## config.mk

```make
export PLATFORM = sky130hd
export DESIGN_NAME = srm_host
export DESIGN_NICKNAME = d
export VERILOG_FILES = /design/src/common/srm_pkg.sv /design/src/rtl/srm_host.sv
export SDC_FILE = /design/constraint.sdc
export NUM_CORES = 1
export LEC_CHECK = 0
export BUFFER_PORTS_ARGS = -buffer_cell sky130_fd_sc_hd__buf_2
export CORE_MARGIN = 10
export CORE_UTILIZATION = 30
export CTS_CLUSTER_SIZE = 10
export DETAILED_ROUTE_END_ITERATION = 12
export GPL_TIMING_DRIVEN = 0
export PLACE_DENSITY = 0.46
export SYNTH_ARGS = -nofsm -noshare
export SYNTH_HDL_FRONTEND = slang
export SYNTH_SLANG_ARGS = --single-unit
```

## constraint.sdc

```tcl
create_clock -name clk -period 1.9 [get_ports clk]
set_input_delay 0 -clock clk [delete_from_list [all_inputs] [get_ports clk]]
set_output_delay 0 -clock clk [all_outputs]
set_load 0.02 [all_outputs]
```

## src/common/srm_pkg.sv

```systemverilog
/*
  Package for the host-side controller of a 4096 x 1 static memory.
  Holds widths, pin timing figures and the derived cycle counts.
  Assumes a 10 MHz system clock.
*/
`default_nettype none
package srm_pkg;
  localparam int CLK_PERIOD_NS = 100;
  localparam int ADDR_W = 12;
  localparam int DEPTH = 4096;
  // Longest address / select access time and least cycle time, ns
  localparam int ACCESS_NS = 35;
  // Deselect time beyond which the short select access applies, ns
  localparam int IDLE_LONG_NS = 55;
  // Least write strobe low time, ns
  localparam int WRITE_PULSE_NS = 20;
  localparam int ACCESS_CYC =
    (ACCESS_NS + CLK_PERIOD_NS - 1) / CLK_PERIOD_NS;
  localparam int IDLE_LONG_CYC =
    (IDLE_LONG_NS + CLK_PERIOD_NS - 1) / CLK_PERIOD_NS;
  localparam int WRITE_PULSE_CYC =
    (WRITE_PULSE_NS + CLK_PERIOD_NS - 1) / CLK_PERIOD_NS;
  localparam int CNT_W = 4;
  localparam logic [CNT_W-1:0] CNT_ZERO = 4'h0;
  localparam logic [CNT_W-1:0] CNT_ONE = 4'h1;
  typedef enum logic [2:0] {
    SRM_IDLE, SRM_RD_SEL, SRM_RD_WAIT, SRM_WR_STROBE, SRM_WR_END
  } srm_state_t;
endpackage : srm_pkg
`default_nettype wire

```

## src/rtl/srm_host.sv

```systemverilog
/*
  Host controller that drives a 4096 x 1 asynchronous static memory by its
  pins: address, active-low select, active-low write strobe, data-in, and
  the three-state data-out. Assumes the memory is wired directly to the
  pins and that data_out from the memory is asynchronous to clk.
*/
// Function
// The memory holds 4096 one-bit words chosen by twelve address lines.
// The memory is static and is steered only by pin levels.
// With select high the memory stands by and wakes with no penalty.
// A write happens only while select and write strobe are both low.
// The host holds the write strobe high for the whole of a read.
// Read data has the polarity written and reading keeps the contents.
// Data-out is three-state so only the selected part drives it.
// Data-in and data-out may be tied, relying on release during writes.
// Data-out floats after select rises and drives only after it falls.
// Data-out floats while the write strobe is low.
// Select rising with the write strobe keeps data-out floating.
// Full select access speed needs more than 55 ns of deselection.
// The host sets a valid address no later than select falls.
// Least cycle time equals the longest address access time.
// With select high the memory ignores strobe and data-in.
`timescale 1ns/1ns
`default_nettype none
module srm_host
  import srm_pkg::*;
#(
  parameter int AW = srm_pkg::ADDR_W
) (
  input wire logic clk,
  input wire logic rst_b,
  input wire logic ce,
  input wire logic req_valid,
  output logic req_ready,
  input wire logic req_write,
  input wire logic [AW-1:0] req_addr,
  input wire logic req_wdata,
  output logic rsp_valid,
  output logic rsp_rdata,
  output logic [AW-1:0] mem_addr,
  output logic mem_sel_b,
  output logic mem_wr_b,
  output logic mem_din,
  input wire logic mem_dout
);
  import srm_pkg::*;

  srm_state_t state_ff, nxt_state;
  logic [CNT_W-1:0] cnt_ff, nxt_cnt;
  logic [CNT_W-1:0] idle_ff, nxt_idle;
  logic [AW-1:0] addr_ff;
  logic sel_b_ff, wr_b_ff, din_ff, rdata_ff, rvalid_ff;
  logic dout_s1_ff, dout_s2_ff;

  function automatic logic [CNT_W-1:0] cnt_of(input int cyc);
    cnt_of = (cyc < 1) ? CNT_ONE : CNT_W'(cyc);
  endfunction : cnt_of

  wire logic take = req_valid && state_ff == SRM_IDLE;
  wire logic cnt_done = cnt_ff <= CNT_ONE;
  // Short deselect stretches the select access; one extra cycle covers it
  wire logic long_idle = idle_ff >= cnt_of(IDLE_LONG_CYC);
  wire logic [CNT_W-1:0] rd_cycles =
    long_idle ? cnt_of(ACCESS_CYC) : cnt_of(ACCESS_CYC) + CNT_ONE;

  assign req_ready = state_ff == SRM_IDLE;
  assign mem_addr = addr_ff;
  assign mem_sel_b = sel_b_ff;
  assign mem_wr_b = wr_b_ff;
  assign mem_din = din_ff;
  assign rsp_valid = rvalid_ff;
  assign rsp_rdata = rdata_ff;

  always_comb begin
    nxt_state = state_ff;
    nxt_cnt = cnt_done ? CNT_ZERO : cnt_ff - CNT_ONE;
    nxt_idle = (sel_b_ff && idle_ff != '1) ? idle_ff + CNT_ONE : idle_ff;
    case (state_ff)
      SRM_IDLE: begin
        if (take) begin
          // Read address is set one cycle before select falls; a write sets it on the edge select falls
          nxt_state = req_write ? SRM_WR_STROBE : SRM_RD_SEL;
          nxt_cnt = req_write ? cnt_of(WRITE_PULSE_CYC) : rd_cycles;
        end
      end
      SRM_RD_SEL: begin
        nxt_state = SRM_RD_WAIT;
        nxt_idle = CNT_ZERO;
        // Count held so the extra short-idle cycle is not lost here
        nxt_cnt = cnt_ff;
      end
      SRM_RD_WAIT: begin
        // Waits one cycle, or two after a short deselect; the synchroniser lag is taken after the read ends
        if (cnt_done) begin
          nxt_state = SRM_IDLE;
        end
      end
      SRM_WR_STROBE: begin
        nxt_idle = CNT_ZERO;
        if (cnt_done) begin
          nxt_state = SRM_WR_END;
        end
      end
      SRM_WR_END: nxt_state = SRM_IDLE;
      default: nxt_state = SRM_IDLE;
    endcase
  end

  // Read wait: select low, strobe high, wait access then sample late copy
  logic [1:0] rd_lag_ff;
  logic [1:0] nxt_rd_lag;
  wire logic rd_last = state_ff == SRM_RD_WAIT && cnt_done;
  wire logic nxt_sel_low = nxt_state == SRM_RD_WAIT
                           || nxt_state == SRM_WR_STROBE;
  wire logic nxt_wr_low = nxt_state == SRM_WR_STROBE;

  assign nxt_rd_lag = {rd_lag_ff[0], rd_last};

  always_ff @(posedge clk) begin
    if (!rst_b) begin
      state_ff <= SRM_IDLE;
    end else if (ce) begin
      state_ff <= nxt_state;
    end
  end

  always_ff @(posedge clk) begin
    if (!rst_b) begin
      cnt_ff <= CNT_ZERO;
    end else if (ce) begin
      cnt_ff <= nxt_cnt;
    end
  end

  // Saturates so a long standby still reads as long
  // Idle is judged at take time, so the choice errs on the slow side
  always_ff @(posedge clk) begin
    if (!rst_b) begin
      idle_ff <= '1;
    end else if (ce) begin
      idle_ff <= nxt_idle;
    end
  end

  always_ff @(posedge clk) begin
    if (!rst_b) begin
      addr_ff <= '0;
    end else if (ce && take) begin
      addr_ff <= req_addr;
    end
  end

  // Data-in is held through the whole strobe, past its rising edge
  always_ff @(posedge clk) begin
    if (!rst_b) begin
      din_ff <= 1'b0;
    end else if (ce && take) begin
      din_ff <= req_wdata;
    end
  end

  // Select and strobe are both low only across a write
  always_ff @(posedge clk) begin
    if (!rst_b) begin
      sel_b_ff <= 1'b1;
    end else if (ce) begin
      sel_b_ff <= !nxt_sel_low;
    end
  end

  // Strobe high for every read; it rises with select, ending the write
  always_ff @(posedge clk) begin
    if (!rst_b) begin
      wr_b_ff <= 1'b1;
    end else if (ce) begin
      wr_b_ff <= !nxt_wr_low;
    end
  end

  always_ff @(posedge clk) begin
    if (!rst_b) begin
      dout_s1_ff <= 1'b0;
    end else if (ce) begin
      dout_s1_ff <= mem_dout;
    end
  end

  always_ff @(posedge clk) begin
    if (!rst_b) begin
      dout_s2_ff <= 1'b0;
    end else if (ce) begin
      dout_s2_ff <= dout_s1_ff;
    end
  end

  // Data is sampled two cycles after the read ends to match the sync lag
  always_ff @(posedge clk) begin
    if (!rst_b) begin
      rd_lag_ff <= 2'h0;
    end else if (ce) begin
      rd_lag_ff <= nxt_rd_lag;
    end
  end

  // Answer pulses once per read, never from a write's float
  always_ff @(posedge clk) begin
    if (!rst_b) begin
      rvalid_ff <= 1'b0;
    end else if (ce) begin
      rvalid_ff <= rd_lag_ff[1];
    end
  end

  // Holds the last read until the next one
  always_ff @(posedge clk) begin
    if (!rst_b) begin
      rdata_ff <= 1'b0;
    end else if (ce && rd_lag_ff[1]) begin
      rdata_ff <= dout_s2_ff;
    end
  end
endmodule : srm_host
`default_nettype wire

```

# [After elaboration in Yosys (flattened, before gate mapping)]
# Index checks and enable logic that the tools add are counted.
[word_totals] register_bits=32 latch_bits=0 mem_bits_rw=0 mem_bits_ro=0 in_bits=19 out_inout_bits=18 wordCells=48 n_memories=0
[op_classes] addsub=2 mul=0 div_mod_pow=0 magnitude_cmp=2 eq_ne=6 shift=0 mux=12 bitwise_logic=1 n_reduce_logical=13
[ops] cell="4-bit 2-to-1 mux" n=4
[ops] cell="3-bit by 2-bit equality test with 1-bit output, second input constant" n=4
[ops] cell="3-bit one-hot mux with 4 select lines" n=1
[ops] cell="3-bit 2-to-1 mux" n=3
[ops] cell="4-bit one-hot mux with 2 select lines" n=1
[ops] cell="2-bit 2-to-1 mux" n=3
[ops] cell="1-bit logical AND" n=5
[ops] cell="4-bit by 1-bit adder with 4-bit output, second input constant" n=1
[ops] cell="4-bit by 1-bit greater-or-equal comparator with 1-bit output, second input constant" n=1
[ops] cell="4-bit by 1-bit less-or-equal comparator with 1-bit output, second input constant" n=1
[ops] cell="4-bit != test, second input constant" n=1
[ops] cell="2-bit AND reduction" n=2
[ops] cell="4-bit by 1-bit subtractor with 4-bit output, second input constant" n=1
[ops] cell="3-bit by 1-bit equality test with 1-bit output, second input constant" n=1
[ops] cell="3-bit logical NOT" n=1
[ops] cell="1-bit logical NOT" n=2
[ops] cell="2-bit nonzero test" n=1
[ops] cell="2-bit OR reduction" n=1
[ops] cell="1-bit logical OR" n=1
[ops] cell="1-bit inverter" n=1

# [Longest topological paths before layout]
[logic_depth] ltp_word=7 mapped_depth=6

# [Least setup slack after synthesis]
# No wires, ideal clock.
[synth_timing] kind="reg-to-reg" startpoint="register cnt_ff[0]" endpoint="register state_ff[1]" setup_time_ps=115 arrival_time_ps=1418 t_required_ps=1785 slack_ps=368 path_stages_with_launch=7 path_buffers=0 cell_sequence="dfxtp_1 -> inv_1 -> ha_1 -> nor2_1 -> o311a_2 -> o31a_1 -> o21a_1"
[synth_via] elab_chain_len=3 word_cells_on_any_way=4 cone_classes="1 x order compare; 3 x mux"
[synth_lines] element="start, declared" line="srm_host.sv:49" text="logic [CNT_W-1:0] cnt_ff, nxt_cnt;"
[synth_lines] element="start signal, assigned" line="srm_host.sv:131" text="cnt_ff <= nxt_cnt;"
[synth_lines] element="4-bit by 1-bit less-or-equal comparator with 1-bit output (*)" line="srm_host.sv:60" text="wire logic cnt_done = cnt_ff <= CNT_ONE;"
[synth_lines] element="3-bit 2-to-1 mux (on tied branches)" line="srm_host.sv:100, srm_host.sv:94"
[synth_lines] element="3-bit one-hot mux with 4 select lines (*)" line="srm_host.sv:78" text="case (state_ff)"
[synth_lines] element="end signal, assigned" line="srm_host.sv:123" text="state_ff <= nxt_state;"
[synth_lines] element="end, declared" line="srm_host.sv:48" text="srm_state_t state_ff, nxt_state;"
# Every way passes the cells marked *; elsewhere a longest branch is shown, timed or not.
# A chain may end at the register's enable or synchronous reset.

# [Worst setup path in the final report]
[layout_timing] startpoint="register cnt_ff[0]" endpoint="register sel_b_ff, in the netlist mem_sel_b"
[layout_via] elab_chain_len=6 word_cells_on_any_way=8 cone_classes="1 x order compare; 2 x eq/ne; 3 x mux; 2 x reduce/logical"
[layout_lines] element="4-bit by 1-bit less-or-equal comparator with 1-bit output (*)" line="srm_host.sv:60"
[layout_lines] element="3-bit 2-to-1 mux (on tied branches)" line="srm_host.sv:100, srm_host.sv:94"
[layout_lines] element="3-bit one-hot mux with 4 select lines (*)" line="srm_host.sv:78"
[layout_lines] element="3-bit by 2-bit equality test with 1-bit output (on tied branches)" line="srm_host.sv:113, srm_host.sv:114"
[layout_lines] element="1-bit logical OR (*)" line="srm_host.sv:114" text="|| nxt_state == SRM_WR_STROBE;"
[layout_lines] element="1-bit logical NOT (*)" line="srm_host.sv:167" text="sel_b_ff <= !nxt_sel_low;"
[layout_lines] element="end signal, assigned" line="srm_host.sv:167"
[layout_lines] element="end, declared" line="srm_host.sv:52" text="logic sel_b_ff, wr_b_ff, din_ff, rdata_ff, rvalid_ff;"
# Marked as above.

==> impl_metrics.json <==
{
  "numPortBuffers": 35,
  "crit_family": "compound AO/OA/AOI/OAI gates",
  "status": "finished, final reports clean",
  "fp-row-count": 25,
  "r2r_cells": 6,
  "top_usage_layer": "met2",
  "cp_max_fo": 5,
  "crit_type": "register to register",
  "wl_um": 3785,
  "cts.reportedPaths.clkPinSlew_ns": 0.07,
  "fp.coreArea_um2": 4817,
  "layout-drive-gt1-share": 0.2928,
  "synth.ff_latch_count": 32,
  "cp_data_arrival_time_ns": 1.85,
  "grt.met1_usage": 0.1117,
  "cts_max_path_buffers": 2,
  "r2r_start": "cnt_ff[0]",
  "syn_area_um2": 1526,
  "r2r_end": "mem_sel_b",
  "syn_inst": 165,
  "regArea_um2": 640.6,
  "synth-seq-area-share": 0.4197,
  "relSlewSlack": 0.7007,
  "synth_nets": 189,
  "p_int_w": 0.001249,
  "r2r_slack_ns": 0.20,
  "p_leak_nw": 0.8501,
  "post-route-min-period_ns": 1.697,
  "sw_frac_of_total": 0.2761,
  "grt.met2_usage": 0.1617,
  "worst_pin_slew_ns": 0.4490,
  "grtUsageMet3": 0.03868,
  "slew_violations": 0,
  "cp.required_ns": 2.05,
  "cts_made_buffers": 5,
  "layout_commonest_cell": "buf_2",
  "syn_to_final_growth_pct": 33.44,
  "globalRouteTotalUtil": 0.09870,
  "die_area_um2": 8341,
  "multi_input_area_um2": 822.0,
  "wire_per_inst_um": 13.10,
  "ctsResizeCount": 0,
  "hp-start": "req_write",
  "p_total_w": 0.001725,
  "synth_ff_type": "dfxtp_1",
  "htree_levels": 2,
  "synth_cell_types": 46,
  "startpoint_type": "register",
  "p_switching_w": 0.0004762,
  "synth_edf_count": 0,
  "antenna_found_initial": 0,
  "cts_tree": "done",
  "maxCapViolations": 0,
  "powerDensity_nw_per_um2": 846.9,
  "async_flop_share": 0,
  "grt_first_pass_wirelength_um": 6762,
  "synth.avg_cell_area_um2": 9.251,
  "combinationalPowerShare": 0.185,
  "period_share": 0.8932,
  "initial_core_util": 0.3169,
  "gp_routability_congestion": 0.8290,
  "drc_errors": 0,
  "dp_hpwl_um": 2906,
  "nFillCells": 503,
  "clkSinkCount": 32,
  "layout_common_cells": "buf_2 (35), nand2_1 (34), dfxtp_1 (32)",
  "cp_slowest_stage_delay_ns": 0.41,
  "crit_path_end_kind": "register",
  "first_pass_iters": 4,
  "crit_slowest_cell": "dfxtp_1",
  "dieHeight_um": 91.33,
  "die_w_um": 91.33,
  "gr-total-overflow": 0,
  "grt_pass1_vias": 1432,
  "yosysWarningCount": 0,
  "max_freq_mhz": 589.2,
  "nets": 245,
  "finalHoldViolations": 0,
  "grt_start_max_net_pins": 12,
  "via_count": 1334,
  "finalClockSkew_ns": 0.004387,
  "p_seq_frac": 0.438,
  "vdd_drop_max_mv": 0.3799,
  "diodes": 0,
  "setup-tns-final_ns": 0,
  "vias_per_cell": 4.616,
  "drt_iter0_markers": 58,
  "min_path_cells": 4,
  "clk_latency_ns": 0.28,
  "cts_root_buf": "clkbuf_8",
  "final_core_util": 0.4229,
  "rsz0062_at_grt": "no",
  "setup_viol": 0,
  "pin_count": 37,
  "crit_buf_inv": 1,
  "path_cells": "inv_1 > ha_1 > nor2_1 > o311a_2 > o31a_1 > o21ai_0",
  "min_path_type": "input port to register",
  "hold_end": "cnt_ff[0]",
  "antenna_left": 0,
  "clkPwrFrac": 0.377
}
repair_timing:
item | in CTS | in global routing
hold buffers | 14 | 0
endpoints found under the hold margin | 14 | 0
buffers inserted | 0 | 0
worst max path at each step:
stage | startpoint | to | slack, ns | depth (start not counted)
5_1_grt | cnt_ff[0] | mem_sel_b | 0.03 | 6
6_report | cnt_ff[0] | mem_sel_b | 0.20 | 6
4_1_cts | cnt_ff[0] | mem_sel_b | 0.20 | 6
3_3_place_gp | cnt_ff[0] | state_ff[1] | 0.24 | 6
2_1_floorplan | cnt_ff[0] | state_ff[1] | 0.37 | 6
3_5_place_dp | cnt_ff[0] | state_ff[1] | 0.22 | 6
through the flow:
| step | hold WS, ns | cell area [um2] | setup slack (ns) | instances |
|---|---|---|---|---|
| 2_1_floorplan | 0.1267 | 1526 | 0.3677 | 165 |
| 3_3_place_gp | 0.2480 | 1785 | 0.2377 | 267 |
| 3_5_place_dp | 0.2451 | 1785 | 0.2222 | 267 |
| 4_1_cts | 0.1653 | 2037 | 0.1990 | 289 |
| 5_1_grt | 0.1877 | 2037 | 0.03292 | 289 |
| 6_report | 0.1722 | 2037 | 0.2028 | 289 |
metal layers:
metal	routed length (um)	up-vias
met5	0	-
met4	43	0
met3	210	4
met2	1723	26
met1	1808	610
li1	-	694
layout make-up:
type / instances / share of cell area
Buffer: 7 / 0.01658
Clock buffer: 5 / 0.03378
Clock inverter: 3 / 0.02088
Inverter: 8 / 0.01474
Multi-Input combinational cell: 118 / 0.4036
Sequential cell: 32 / 0.3145
Tap cell: 67 / 0.04115
Timing Repair Buffer: 49 / 0.1548
state kept, by name, indices dropped and copies added (netlist names):
signal and count:
mem_wr_b 1, cnt_ff 4, rsp_valid 1, idle_ff 4, mem_din 1, state_ff 3
rsp_rdata 1, dout_s1_ff 1, rd_lag_ff 2, dout_s2_ff 1, mem_sel_b 1, mem_addr 12
cell usage after synthesis, drive strengths merged, types with 2 or more instances:
cell type / instances / share of area
nand2: 35 / 0.088
or2b: 2 / 0.0098
nor3: 3 / 0.0098
nor2: 3 / 0.014
a21oi: 3 / 0.0098
o211ai: 2 / 0.0098
clkbuf: 5 / 0.012
o31a: 2 / 0.011
nor4: 2 / 0.0082
inv: 7 / 0.017
nand3: 4 / 0.013
ha: 5 / 0.041
dfxtp: 32 / 0.42
o21a: 4 / 0.020
nand4: 2 / 0.0082
o21ai: 7 / 0.028
buf: 2 / 0.0098
mux2i: 3 / 0.020
a21boi: 19 / 0.12
nor2b: 3 / 0.012
nand3b: 2 / 0.0098
o31ai: 2 / 0.019
cells by family after synthesis:
logic type                 Yosys count  share of synthesized area
and+or+nand+nor                     62                     0.2107
AOI/OAI and AO/OA                   48                     0.2672
muxes                                3                    0.01967
DFF                                 32                     0.4197
buffers and inverters               15                    0.04180
adders and majority gates            5                    0.04098
worst register-to-register path: cells and delay by family, from the launching register on:
kind	cells	cell delay, ns
flops	1	0.41
fa+ha+maj	1	0.24
compound gates	3	0.55
buf+inv	1	0.08
simple gates	1	0.29
power groups by stage:
stage	Sequential, W	Clock (W)	Combinational, W
4_1_cts	0.000755	0.000675	0.000326
5_1_grt	0.000765	0.000708	0.000363
3_3_place_gp	0.000768	0	0.000295
3_5_place_dp	0.000770	0	0.000303
6_report	0.000755	0.000650	0.000320
2_1_floorplan	0.000783	0	0.000199
Note: power is estimated with default switching activity, not from simulation.
